[config.mk]
export PLATFORM = sky130hd
export DESIGN_NAME = cpu_programming_model_regs
export DESIGN_NICKNAME = d
export VERILOG_FILES = /design/src/logic/cpu_regs_pkg.sv /design/src/logic/cpu_programming_model_regs.sv
export SDC_FILE = /design/constraint.sdc
export NUM_CORES = 2
export LEC_CHECK = 0
export BUFFER_PORTS_ARGS = -buffer_cell sky130_fd_sc_hd__buf_2
export CAP_MARGIN = 20
export CORE_ASPECT_RATIO = 0.75
export CORE_UTILIZATION = 50
export CTS_CLUSTER_SIZE = 24
export DETAILED_ROUTE_END_ITERATION = 12
export PLACE_DENSITY = 0.69
export RECOVER_POWER = 50
export SETUP_SLACK_MARGIN = 0.2
export SYNTH_ARGS = -nofsm -noshare
export SYNTH_HDL_FRONTEND = slang
export SYNTH_SLANG_ARGS = --single-unit
[constraint.sdc]
create_clock -name clk -period 4.95 [get_ports clk]
set_input_delay 0.99 -clock clk [delete_from_list [all_inputs] [get_ports clk]]
set_output_delay 0.99 -clock clk [all_outputs]
set_load 0.05 [all_outputs]
[src/logic/cpu_regs_pkg.sv]
// Constants for the programming-model register file.
// Assumes a single core clock and a pipeline that drives the update ports.
`default_nettype none

package cpu_regs_pkg;

    // Control register codes
    localparam logic [11:0] CRC_CACHE   = 12'h002;
    localparam logic [11:0] CRC_REGION0 = 12'h004;
    localparam logic [11:0] CRC_REGION1 = 12'h005;
    localparam logic [11:0] CRC_EXCBASE = 12'h801;
    localparam logic [11:0] CRC_RAMBASE = 12'hC04;
    localparam logic [11:0] CRC_PERBASE = 12'hC0F;

    // Status word field positions
    localparam int SR_SUPER  = 13;
    localparam int CC_PRED   = 7;
    localparam int CC_EXT    = 4;
    localparam int CC_NEG    = 3;
    localparam int CC_ZERO   = 2;
    localparam int CC_OVF    = 1;
    localparam int CC_CARRY  = 0;

    // Reset values, write masks and counter step
    localparam logic [15:0] SR_RESET    = 16'h2700;
    localparam logic [15:0] SR_WMASK    = 16'hB79F;
    localparam logic [7:0]  CC_WMASK    = 8'h9F;
    localparam logic [31:0] CTRL_RESET  = 32'h0000_0000;
    localparam logic [31:0] EXCB_MASK   = 32'hFFF0_0000;
    localparam logic [31:0] RESET_VEC   = 32'h0000_0000;
    localparam logic [31:0] PC_STEP     = 32'h0000_0002;

    // Operand sizes
    localparam logic [1:0] SZ_BYTE = 2'h0;
    localparam logic [1:0] SZ_WORD = 2'h1;
    localparam logic [1:0] SZ_LONG = 2'h2;

    // Program counter update kinds
    typedef enum logic [4:0] {
        PC_HOLD = 5'b00001,
        PC_SEQ  = 5'b00010,
        PC_JUMP = 5'b00100,
        PC_RET  = 5'b01000,
        PC_RTE  = 5'b10000
    } pc_op_e;

endpackage : cpu_regs_pkg

`default_nettype wire

[src/logic/cpu_programming_model_regs.sv]
// Architectural register state of the core: general registers, pointer,
// status word, multiply-accumulate registers and control registers.
// Assumes the pipeline drives one request of each kind per cycle.
//
// Summary of operation
// - Status supervisor bit selects user or supervisor registers and instructions.
// - User mode reaches user and multiply-accumulate state only.
// - Sixteen 32-bit registers, eight data, eight address, last is stack.
// - Data registers take bit, byte, word, long writes and serve as index.
// - Address registers zero to six take word and long writes only.
// - One shared stack register serves calls, returns and exceptions.
// - Stack register loads from the reset vector fetched at address zero.
// - Call pushes program counter; return reloads it from the stack.
// - Exception pushes counter and status; return-from-exception restores the counter, and the status only in supervisor mode.
// - Counter steps sequentially, loads targets, bases relative addressing.
// - Flag byte is status bits 7..0; bits six and five stay clear.
// - Flag bit seven selects forward branch prediction taken or not.
// - Extend flag takes carry on arithmetic, else held or given value.
// - Negative flag follows result most significant bit.
// - Zero flag set when result is zero.
// - Overflow flag set when result does not fit operand size.
// - Carry flag set on add carry-out or subtract borrow.
// - Sixteen-bit mask register gates multiply-accumulate operand addresses.
// - Eight-bit multiply-accumulate status holds configuration and result flags.
// - Control registers chosen by a twelve-bit code in the move instruction.
// - Codes 002, 004, 005 pick cache and two region registers.
// - Codes 801, C04, C0F pick vector, RAM and peripheral bases.
// - Status bit thirteen: zero user, one supervisor.
`timescale 1ns/100ps
`default_nettype none

module cpu_programming_model_regs (
    // Clock and reset
    input  wire logic        clk,
    input  wire logic        sys_rst,
    // Reset vector load
    input  wire logic        rst_vec_valid,
    input  wire logic [31:0] rst_vec_sp,
    // General register read ports
    input  wire logic [3:0]  rd_a_sel,
    input  wire logic [3:0]  rd_b_sel,
    output logic      [31:0] rd_a_data,
    output logic      [31:0] rd_b_data,
    // General register write port
    input  wire logic        gp_we,
    input  wire logic [3:0]  gp_sel,
    input  wire logic [1:0]  gp_size,
    input  wire logic        gp_bit_op,
    input  wire logic [4:0]  gp_bit_num,
    input  wire logic [31:0] gp_wdata,
    // Stack pointer adjust
    input  wire logic        sp_we,
    input  wire logic [31:0] sp_wdata,
    // Program counter
    input  wire logic [4:0]  pc_op,
    input  wire logic [31:0] pc_target,
    input  wire logic [31:0] stack_pc,
    input  wire logic [15:0] stack_sr,
    output logic      [31:0] instruction_pointer,
    // Exception entry
    input  wire logic        exc_enter,
    input  wire logic        exc_super,
    output logic      [31:0] push_pc,
    output logic      [15:0] push_sr,
    // Flags from the execute stage
    input  wire logic        flag_we,
    input  wire logic        flag_arith,
    input  wire logic        flag_x_we,
    input  wire logic        flag_x_val,
    input  wire logic [31:0] flag_result,
    input  wire logic [1:0]  flag_size,
    input  wire logic        flag_ovf,
    input  wire logic        flag_carry,
    // Status word and flag byte writes
    input  wire logic        sr_we,
    input  wire logic        cc_we,
    input  wire logic [15:0] sr_wdata,
    output logic      [15:0] processor_status_word,
    output logic             supervisor_mode,
    output logic             predict_fwd_taken,
    // Multiply-accumulate registers
    input  wire logic        mask_we,
    input  wire logic [15:0] mask_wdata,
    input  wire logic        mult_accum_status_we,
    input  wire logic [7:0]  mult_accum_status_wdata,
    output logic      [15:0] operand_mask,
    output logic      [7:0]  mult_accum_status,
    // Control register move
    input  wire logic        ctrl_we,
    input  wire logic        ctrl_re,
    input  wire logic [11:0] ctrl_reg_code,
    input  wire logic [31:0] ctrl_wdata,
    output logic      [31:0] ctrl_rdata,
    output logic             ctrl_bad_code,
    // Privilege
    input  wire logic        priv_instr,
    output logic             priv_violation
);

    logic [31:0] gp_q [16];
    logic [31:0] pc_q;
    logic [15:0] sr_q;
    logic [15:0] mask_q;
    logic [7:0]  mult_accum_status_q;
    logic [31:0] cache_control_q;
    logic [31:0] region_attr_0_q;
    logic [31:0] region_attr_1_q;
    logic [31:0] exception_table_base_q;
    logic [31:0] onchip_ram_base_q;
    logic [31:0] peripheral_space_base_q;
    logic [31:0] rd_a_q;
    logic [31:0] rd_b_q;
    logic [31:0] ctrl_rdata_q;
    logic        bad_q;
    logic        viol_q;
    logic [31:0] push_pc_q;
    logic [15:0] push_sr_q;

    // Privilege checks
    wire         super_w   = sr_q[cpu_regs_pkg::SR_SUPER];
    wire         priv_req  = priv_instr | ctrl_we | ctrl_re | sr_we;
    wire         blocked   = priv_req & ~super_w;

    // Control code decode
    wire         hit_cache = (ctrl_reg_code == cpu_regs_pkg::CRC_CACHE);
    wire         hit_reg0  = (ctrl_reg_code == cpu_regs_pkg::CRC_REGION0);
    wire         hit_reg1  = (ctrl_reg_code == cpu_regs_pkg::CRC_REGION1);
    wire         hit_excb  = (ctrl_reg_code == cpu_regs_pkg::CRC_EXCBASE);
    wire         hit_ram   = (ctrl_reg_code == cpu_regs_pkg::CRC_RAMBASE);
    wire         hit_per   = (ctrl_reg_code == cpu_regs_pkg::CRC_PERBASE);
    wire         hit_any   = hit_cache | hit_reg0 | hit_reg1 | hit_excb | hit_ram | hit_per;
    wire         ctrl_wr   = ctrl_we & super_w & hit_any;
    wire [31:0]  ctrl_mux  = hit_cache ? cache_control_q :
                             hit_reg0  ? region_attr_0_q :
                             hit_reg1  ? region_attr_1_q :
                             hit_excb  ? exception_table_base_q :
                             hit_ram   ? onchip_ram_base_q :
                             hit_per   ? peripheral_space_base_q : 32'h0000_0000;

    // Sized general register write data
    wire         is_addr   = gp_sel[3];
    wire [31:0]  gp_old    = gp_q[gp_sel];
    wire [31:0]  bit_mask  = 32'h0000_0001 << gp_bit_num;
    wire [31:0]  wr_byte   = {gp_old[31:8], gp_wdata[7:0]};
    wire [31:0]  wr_word   = is_addr ? {{16{gp_wdata[15]}}, gp_wdata[15:0]}
                                     : {gp_old[31:16], gp_wdata[15:0]};
    wire [31:0]  wr_bit    = (gp_old & ~bit_mask) | ({32{gp_wdata[0]}} & bit_mask);
    wire [31:0]  gp_data   = gp_bit_op               ? wr_bit  :
                             gp_size == cpu_regs_pkg::SZ_BYTE ? wr_byte :
                             gp_size == cpu_regs_pkg::SZ_WORD ? wr_word : gp_wdata;
    // Address registers refuse byte and bit writes
    wire         gp_ok     = gp_we & ~(is_addr & (gp_bit_op |
                             gp_size == cpu_regs_pkg::SZ_BYTE));

    // Flag computation
    wire         msb_w     = flag_size == cpu_regs_pkg::SZ_BYTE ? flag_result[7] :
                             flag_size == cpu_regs_pkg::SZ_WORD ? flag_result[15] :
                             flag_result[31];
    wire         zero_w    = flag_size == cpu_regs_pkg::SZ_BYTE ? ~|flag_result[7:0] :
                             flag_size == cpu_regs_pkg::SZ_WORD ? ~|flag_result[15:0] :
                             ~|flag_result;
    wire         x_new     = flag_arith ? flag_carry :
                             flag_x_we  ? flag_x_val : sr_q[cpu_regs_pkg::CC_EXT];
    wire [7:0]   cc_calc   = {sr_q[cpu_regs_pkg::CC_PRED], 2'b00, x_new, msb_w, zero_w,
                              flag_ovf, flag_carry};
    // Full word only on a supervisor status write; flag-byte writes keep the system byte
    wire [15:0]  sr_sw     = (sr_we & super_w) ? (sr_wdata & cpu_regs_pkg::SR_WMASK)
                                     : {sr_q[15:8], sr_wdata[7:0] & cpu_regs_pkg::CC_WMASK};
    wire [15:0]  sr_exc    = {sr_q[15:14], exc_super, sr_q[12:0]};

    // General registers; index fifteen is the shared stack pointer
    genvar gi;
    generate
        for (gi = 0; gi < 16; gi++) begin : g_gp
            always_ff @(posedge clk) begin
                if (sys_rst) begin
                    gp_q[gi] <= 32'h0000_0000;
                end else if (gi == 15 && rst_vec_valid) begin
                    gp_q[gi] <= rst_vec_sp;
                end else if (gi == 15 && sp_we) begin
                    gp_q[gi] <= sp_wdata;
                end else if (gp_ok && gp_sel == gi) begin
                    gp_q[gi] <= gp_data;
                end
            end
        end
    endgenerate

    // Program counter
    always_ff @(posedge clk) begin
        if (sys_rst) begin
            pc_q <= cpu_regs_pkg::RESET_VEC;
        end else begin
            unique case (pc_op)
                cpu_regs_pkg::PC_SEQ:  pc_q <= pc_q + cpu_regs_pkg::PC_STEP;
                cpu_regs_pkg::PC_JUMP: pc_q <= pc_target;
                cpu_regs_pkg::PC_RET:  pc_q <= stack_pc;
                cpu_regs_pkg::PC_RTE:  pc_q <= stack_pc;
                default:               pc_q <= pc_q;
            endcase
        end
    end

    // Status word
    always_ff @(posedge clk) begin
        if (sys_rst) begin
            sr_q <= cpu_regs_pkg::SR_RESET;
        end else if (exc_enter) begin
            sr_q <= sr_exc;
        end else if (pc_op == cpu_regs_pkg::PC_RTE && super_w) begin
            sr_q <= stack_sr & cpu_regs_pkg::SR_WMASK;
        end else if ((sr_we && super_w) || cc_we) begin
            sr_q <= sr_sw;
        end else if (flag_we) begin
            sr_q <= {sr_q[15:8], cc_calc};
        end
    end

    // Exception and call push values
    always_ff @(posedge clk) begin
        if (sys_rst) begin
            push_pc_q <= 32'h0000_0000;
            push_sr_q <= cpu_regs_pkg::SR_RESET;
        end else begin
            push_pc_q <= pc_q;
            push_sr_q <= sr_q;
        end
    end

    // Multiply-accumulate registers
    always_ff @(posedge clk) begin
        if (sys_rst) begin
            mask_q  <= 16'hFFFF;
            mult_accum_status_q <= 8'h00;
        end else begin
            if (mask_we) mask_q <= mask_wdata;
            if (mult_accum_status_we) mult_accum_status_q <= mult_accum_status_wdata;
        end
    end

    // Control registers
    always_ff @(posedge clk) begin
        if (sys_rst) begin
            cache_control_q         <= cpu_regs_pkg::CTRL_RESET;
            region_attr_0_q         <= cpu_regs_pkg::CTRL_RESET;
            region_attr_1_q         <= cpu_regs_pkg::CTRL_RESET;
            exception_table_base_q  <= cpu_regs_pkg::CTRL_RESET;
            onchip_ram_base_q       <= cpu_regs_pkg::CTRL_RESET;
            peripheral_space_base_q <= cpu_regs_pkg::CTRL_RESET;
        end else if (ctrl_wr) begin
            if (hit_cache) cache_control_q <= ctrl_wdata;
            if (hit_reg0) region_attr_0_q <= ctrl_wdata;
            if (hit_reg1) region_attr_1_q <= ctrl_wdata;
            if (hit_excb) exception_table_base_q <= ctrl_wdata & cpu_regs_pkg::EXCB_MASK;
            if (hit_ram) onchip_ram_base_q <= ctrl_wdata;
            if (hit_per) peripheral_space_base_q <= ctrl_wdata;
        end
    end

    // Registered read ports and status
    always_ff @(posedge clk) begin
        if (sys_rst) begin
            rd_a_q       <= 32'h0000_0000;
            rd_b_q       <= 32'h0000_0000;
            ctrl_rdata_q <= 32'h0000_0000;
            bad_q        <= 1'b0;
            viol_q       <= 1'b0;
        end else begin
            rd_a_q       <= gp_q[rd_a_sel];
            rd_b_q       <= gp_q[rd_b_sel];
            ctrl_rdata_q <= (ctrl_re && super_w) ? ctrl_mux : 32'h0000_0000;
            bad_q        <= (ctrl_we | ctrl_re) & super_w & ~hit_any;
            viol_q       <= blocked;
        end
    end

    assign rd_a_data             = rd_a_q;
    assign rd_b_data             = rd_b_q;
    assign instruction_pointer   = pc_q;
    assign push_pc               = push_pc_q;
    assign push_sr               = push_sr_q;
    assign processor_status_word = sr_q;
    assign supervisor_mode       = sr_q[cpu_regs_pkg::SR_SUPER];
    assign predict_fwd_taken     = sr_q[cpu_regs_pkg::CC_PRED];
    assign operand_mask          = mask_q;
    assign mult_accum_status     = mult_accum_status_q;
    assign ctrl_rdata            = ctrl_rdata_q;
    assign ctrl_bad_code         = bad_q;
    assign priv_violation        = viol_q;

    // Checks
    a_user_ctrl_blocked: assert property (@(posedge clk) disable iff (sys_rst)
        (ctrl_we && !super_w) |=> $stable(cache_control_q) && $stable(exception_table_base_q))
        else $error("user control write changed state");
    a_viol_raised: assert property (@(posedge clk) disable iff (sys_rst)
        (priv_instr && !super_w) |=> priv_violation)
        else $error("violation not raised");
    a_reserved_clear: assert property (@(posedge clk) disable iff (sys_rst)
        sr_q[6:5] == 2'b00)
        else $error("reserved flag bits set");
    a_zero_flag: assert property (@(posedge clk) disable iff (sys_rst)
        (flag_we && !exc_enter && !sr_we && !cc_we && pc_op != cpu_regs_pkg::PC_RTE
         && flag_result == 32'h0 && flag_size == cpu_regs_pkg::SZ_LONG)
        |=> sr_q[cpu_regs_pkg::CC_ZERO] && !sr_q[cpu_regs_pkg::CC_NEG])
        else $error("zero flag wrong");
    a_pc_seq_step: assert property (@(posedge clk) disable iff (sys_rst)
        (pc_op == cpu_regs_pkg::PC_SEQ) |=> pc_q == $past(pc_q) + 32'h2)
        else $error("counter did not step");
    a_sp_reset_vec: assert property (@(posedge clk) disable iff (sys_rst)
        rst_vec_valid |=> gp_q[15] == $past(rst_vec_sp))
        else $error("stack not loaded from vector");
    a_addr_no_byte: assert property (@(posedge clk) disable iff (sys_rst)
        (gp_we && gp_sel == 4'h3 + 4'h8 && gp_size == cpu_regs_pkg::SZ_BYTE)
        |=> $stable(gp_q[11]))
        else $error("address byte write took effect");
    a_excb_write: assert property (@(posedge clk) disable iff (sys_rst)
        (ctrl_we && super_w && ctrl_reg_code == 12'h801)
        |=> exception_table_base_q == ($past(ctrl_wdata) & 32'hFFF0_0000))
        else $error("vector base not written");
    a_carry_to_x: assert property (@(posedge clk) disable iff (sys_rst)
        (flag_we && flag_arith && !exc_enter && !sr_we && !cc_we
         && pc_op != cpu_regs_pkg::PC_RTE)
        |=> sr_q[cpu_regs_pkg::CC_EXT] == sr_q[cpu_regs_pkg::CC_CARRY])
        else $error("extend differs from carry");

endmodule : cpu_programming_model_regs

`default_nettype wire

==> run_results.csv <==
group,metric,value,unit
drt,drt_pre_antenna_iters,9,
logic_synthesis,synth_warnings,0,
clock_network,clk_latency,0.68,ns
setup_path,r2r_cells,5,
drt,ant_nets,0,
clock_network,htreeDepth,3,
finish,nets,4574,
min_path,whs_path_depth,2,
die,row_count,96,
power_and_ir_drop,p_per_area,340.7,nW/um^2
clock_network,path_clk_slew,0.06,ns
finish,area_delta_synth_final,14.80,%
timing,relSlewSlack,-58.50,%
setup_path,arrival,4.34,ns
logic_synthesis,async_flop_share,0,%
die,initial_utilization,50.53,%
setup_path,endpoint_kind,"register",
status,violations,"max-capacitance violations, max-slew violations",
grt,grt_usage,34.70,%
run,drv_cap,7,
grt,grt_pass1_vias,34444,
drt,vias,37232,
clock_network,cts_hold_buffers,0,
timing,fin_worst_skew,0.03242,ns
place,place_ws,0.8881,ns
logic_synthesis,avgSynthCellArea,12.12,sq um
status,status,"complete, but fails checks",
min_path,holdCritPathClass,"register to register",
timing,fin_ws,0.8330,ns
logic_synthesis,syn_area,46250,sq um
logic_synthesis,seq_area_frac_synth,49.78,%
timing,timing.fmax,0.2429,GHz
setup_path,start_kind,"input pin",
setup_path,cp_cell_sequence,"clkbuf_2 > nand3b_1 > clkbuf_1",
clock_network,cts_resized,0,
timing,setup_viol,0,
logic_synthesis,synthTopCellsByArea,"edfxtp_1 33%, mux4_2 22%, dfxtp_1 17%",
timing,hold_ws,0.4537,ns
drt,wire_per_inst,29.92,um
timing,fin_tns_setup,0,ns
clock_network,clock-sinks,894,
setup_path,cp_slowest_cell,"clkbuf_1",
drt,routed_wl,166000,um
finish,final_cells,5547,
drt,drt-vias-per-instance,6.712,
logic_synthesis,ys_ff_latch,894,
power_and_ir_drop,total_power,18.09,mW
setup_path,max_stage_delay,1.70,ns
clock_network,clock_path_buffers,3,
finish,drive_gt1_share,25.59,%
setup_path,crit_type,"input pin to register",
grt,antenna_found_initial,17,
power_and_ir_drop,ir_worst_vdd,0.0003021,V
setup_path,crit_path_max_fanout,60,
clock_network,cts-buffers-inserted,91,
drt,drt_iter0_drc,6247,
setup_path,worstPathRequired,5.17,ns
power_and_ir_drop,p_leak,18.68,nW
drt,route.detailed.drc,0,
clock_network,root_buffer,"clkbuf_16",
logic_synthesis,synth.distinct_cells,84,
grt,grt_overflow,0,
die,core_area,91530,sq um
timing,fin_crit,4.117,ns
place,port_buffers,542,
grt,grt_max_degree,80,
logic_synthesis,synth_edf_count,512,
logic_synthesis,synth_ff_type,"edfxtp_1",
logic_synthesis,syn_inst,3817,
timing,worstMarginPinSlew,2.377,ns
clock_network,tritoncts,"yes",
logic_synthesis,yosys.area.top_type,"edfxtp_1",
die,die_w,353.2,um
die,dieArea,93730,sq um
place,placed_cells,5362,
timing,rsz0062_at_grt,"false",
die,die_height,265.4,um
die,ios,559,
clock_network,post_cts.repair.setup_buffers,0,
grt,grt_pass1_wl,238300,um
timing,layout_worst_path_cycle_share,83.17,%
place,place.gp.congestion,0.9872,
logic_synthesis,synth_top_area_share,33.24,%
timing,final_hold_viol_count,0,
timing,slew_viol_final,300,
place,dp_hpwl,109900,um
-- placed cells by master (no fill, tap or decap), types with 31 or more instances in the layout --
| cell type | synthesis | final |
|---|---|---|
| mux2i_1 | 74 | 74 |
| edfxtp_1 | 512 | 512 |
| dfxtp_1 | 382 | 382 |
| o21ai_0 | 53 | 53 |
| clkbuf_1 | 213 | 231 |
| nor3_1 | 65 | 61 |
| a22oi_1 | 122 | 122 |
| clkbuf_16 | 0 | 96 |
| nor2_1 | 490 | 488 |
| nor2b_1 | 128 | 127 |
| buf_4 | 23 | 90 |
| a21o_1 | 31 | 31 |
| a31oi_1 | 34 | 34 |
| a21oi_1 | 288 | 288 |
| mux4_2 | 448 | 448 |
| nand2_1 | 449 | 441 |
| buf_2 | 77 | 323 |
-- stage by stage --
step                util (%)  cell area, sq um
floorplan                  -             46270
global placement       54.98             50320
detailed placement     54.98             50320
CTS                    58.34             53390
global route           58.00             53090
finish                 58.01             53090
-- Yosys cell counts (7+ instances only) --
cell type	instances
nor2b_1	128
a22oi_1	122
nand2b_1	13
a22o_1	23
a21boi_4	9
a31oi_1	34
and4_1	12
a211oi_1	16
inv_1	23
o21ai_0	53
a21o_1	31
nor4_1	20
nand3_1	29
mux4_2	448
or3_1	7
o221ai_1	15
buf_6	11
a221oi_1	20
nor2_1	490
nand4_1	20
a21oi_1	288
a221o_1	21
and3_1	9
a211o_1	22
nand2_1	449
mux2i_1	74
clkbuf_1	213
buf_1	27
nor3_1	65
and2_1	11
buf_4	23
dfxtp_1	382
buf_2	77
edfxtp_1	512
-- final cells by class --
class | instances | area, sq um
clock buffers | 119 | 2599
well taps | 1225 | 1533
repair buffers | 668 | 3711
flip-flops and latches | 894 | 23020
fillers | 7521 | 38440
diodes | 11 | 27.53
clock inverters | 51 | 471.7
multi-input cells | 2555 | 21640
inverters | 24 | 90.09
-- metal layers --
layer | up-vias | global-route usage (%) | routed length [um]
met5 | - | 0 | 23
met4 | 4 | 11.66 | 5973
met3 | 413 | 12.09 | 27600
met2 | 3013 | 48.13 | 69630
met1 | 18385 | 50.56 | 62760
li1 | 15417 | - | -
-- path summary, 6_finish.rpt --
kind | slack (ns) | endpoint | startpoint
hold reg to reg | 0.45 | peripheral_space_base_q[22]$_SDFFE_PP0P_ | peripheral_space_base_q[22]$_SDFFE_PP0P_
setup / recovery | 0.83 | gp_q[15][25]$_DFFE_PP_ | sys_rst
hold / removal | 0.45 | peripheral_space_base_q[22]$_SDFFE_PP0P_ | peripheral_space_base_q[22]$_SDFFE_PP0P_
setup reg to reg | 2.21 | processor_status_word[2]$_SDFFE_PP0P_ | processor_status_word[13]$_SDFFE_PP1P_
-- sequential cells by signal (all words and copies together) (netlist names) --
signal                   count
gp_q                       512
cache_control_q             32
ctrl_rdata                  32
instruction_pointer         32
onchip_ram_base_q           32
peripheral_space_base_q     32
push_pc                     32
rd_a_data                   32
rd_b_data                   32
region_attr_0_q             32
region_attr_1_q             32
operand_mask                16
exception_table_base_q      12
processor_status_word       12
push_sr                     12
mult_accum_status            8
ctrl_bad_code                1
priv_violation               1
-- kinds of logic (layout without fill, tap and decap cells) --
group,Yosys count,in the layout,share of synthesized area [%]
AND/OR/NAND/NOR,1290,1290,12.35
flip-flops,894,894,49.78
AO/OA/AOI/OAI,729,729,10.68
multiplexers,526,526,23.52
buffers and inverters,375,862,3.617
adder cells (fa/ha/maj),1,1,0.02705
other,1,19,0.008109
XOR/XNOR,1,1,0.01894
-- report_power, final --
part | switching (mW) | internal, mW | total [mW] | leakage (nW)
Sequential | 0.195 | 8.13 | 8.33 | 8.35
Combinational | 1.60 | 0.992 | 2.59 | 8.82
Clock | 3.09 | 4.08 | 7.17 | 1.51
-- critical path, delay by kind of cell --
kind | cells | cell delay, ns
buffers and inverters | 2 | 3.02
and+or+nand+nor | 1 | 0.25
Note: power is estimated with default switching activity, not from simulation.
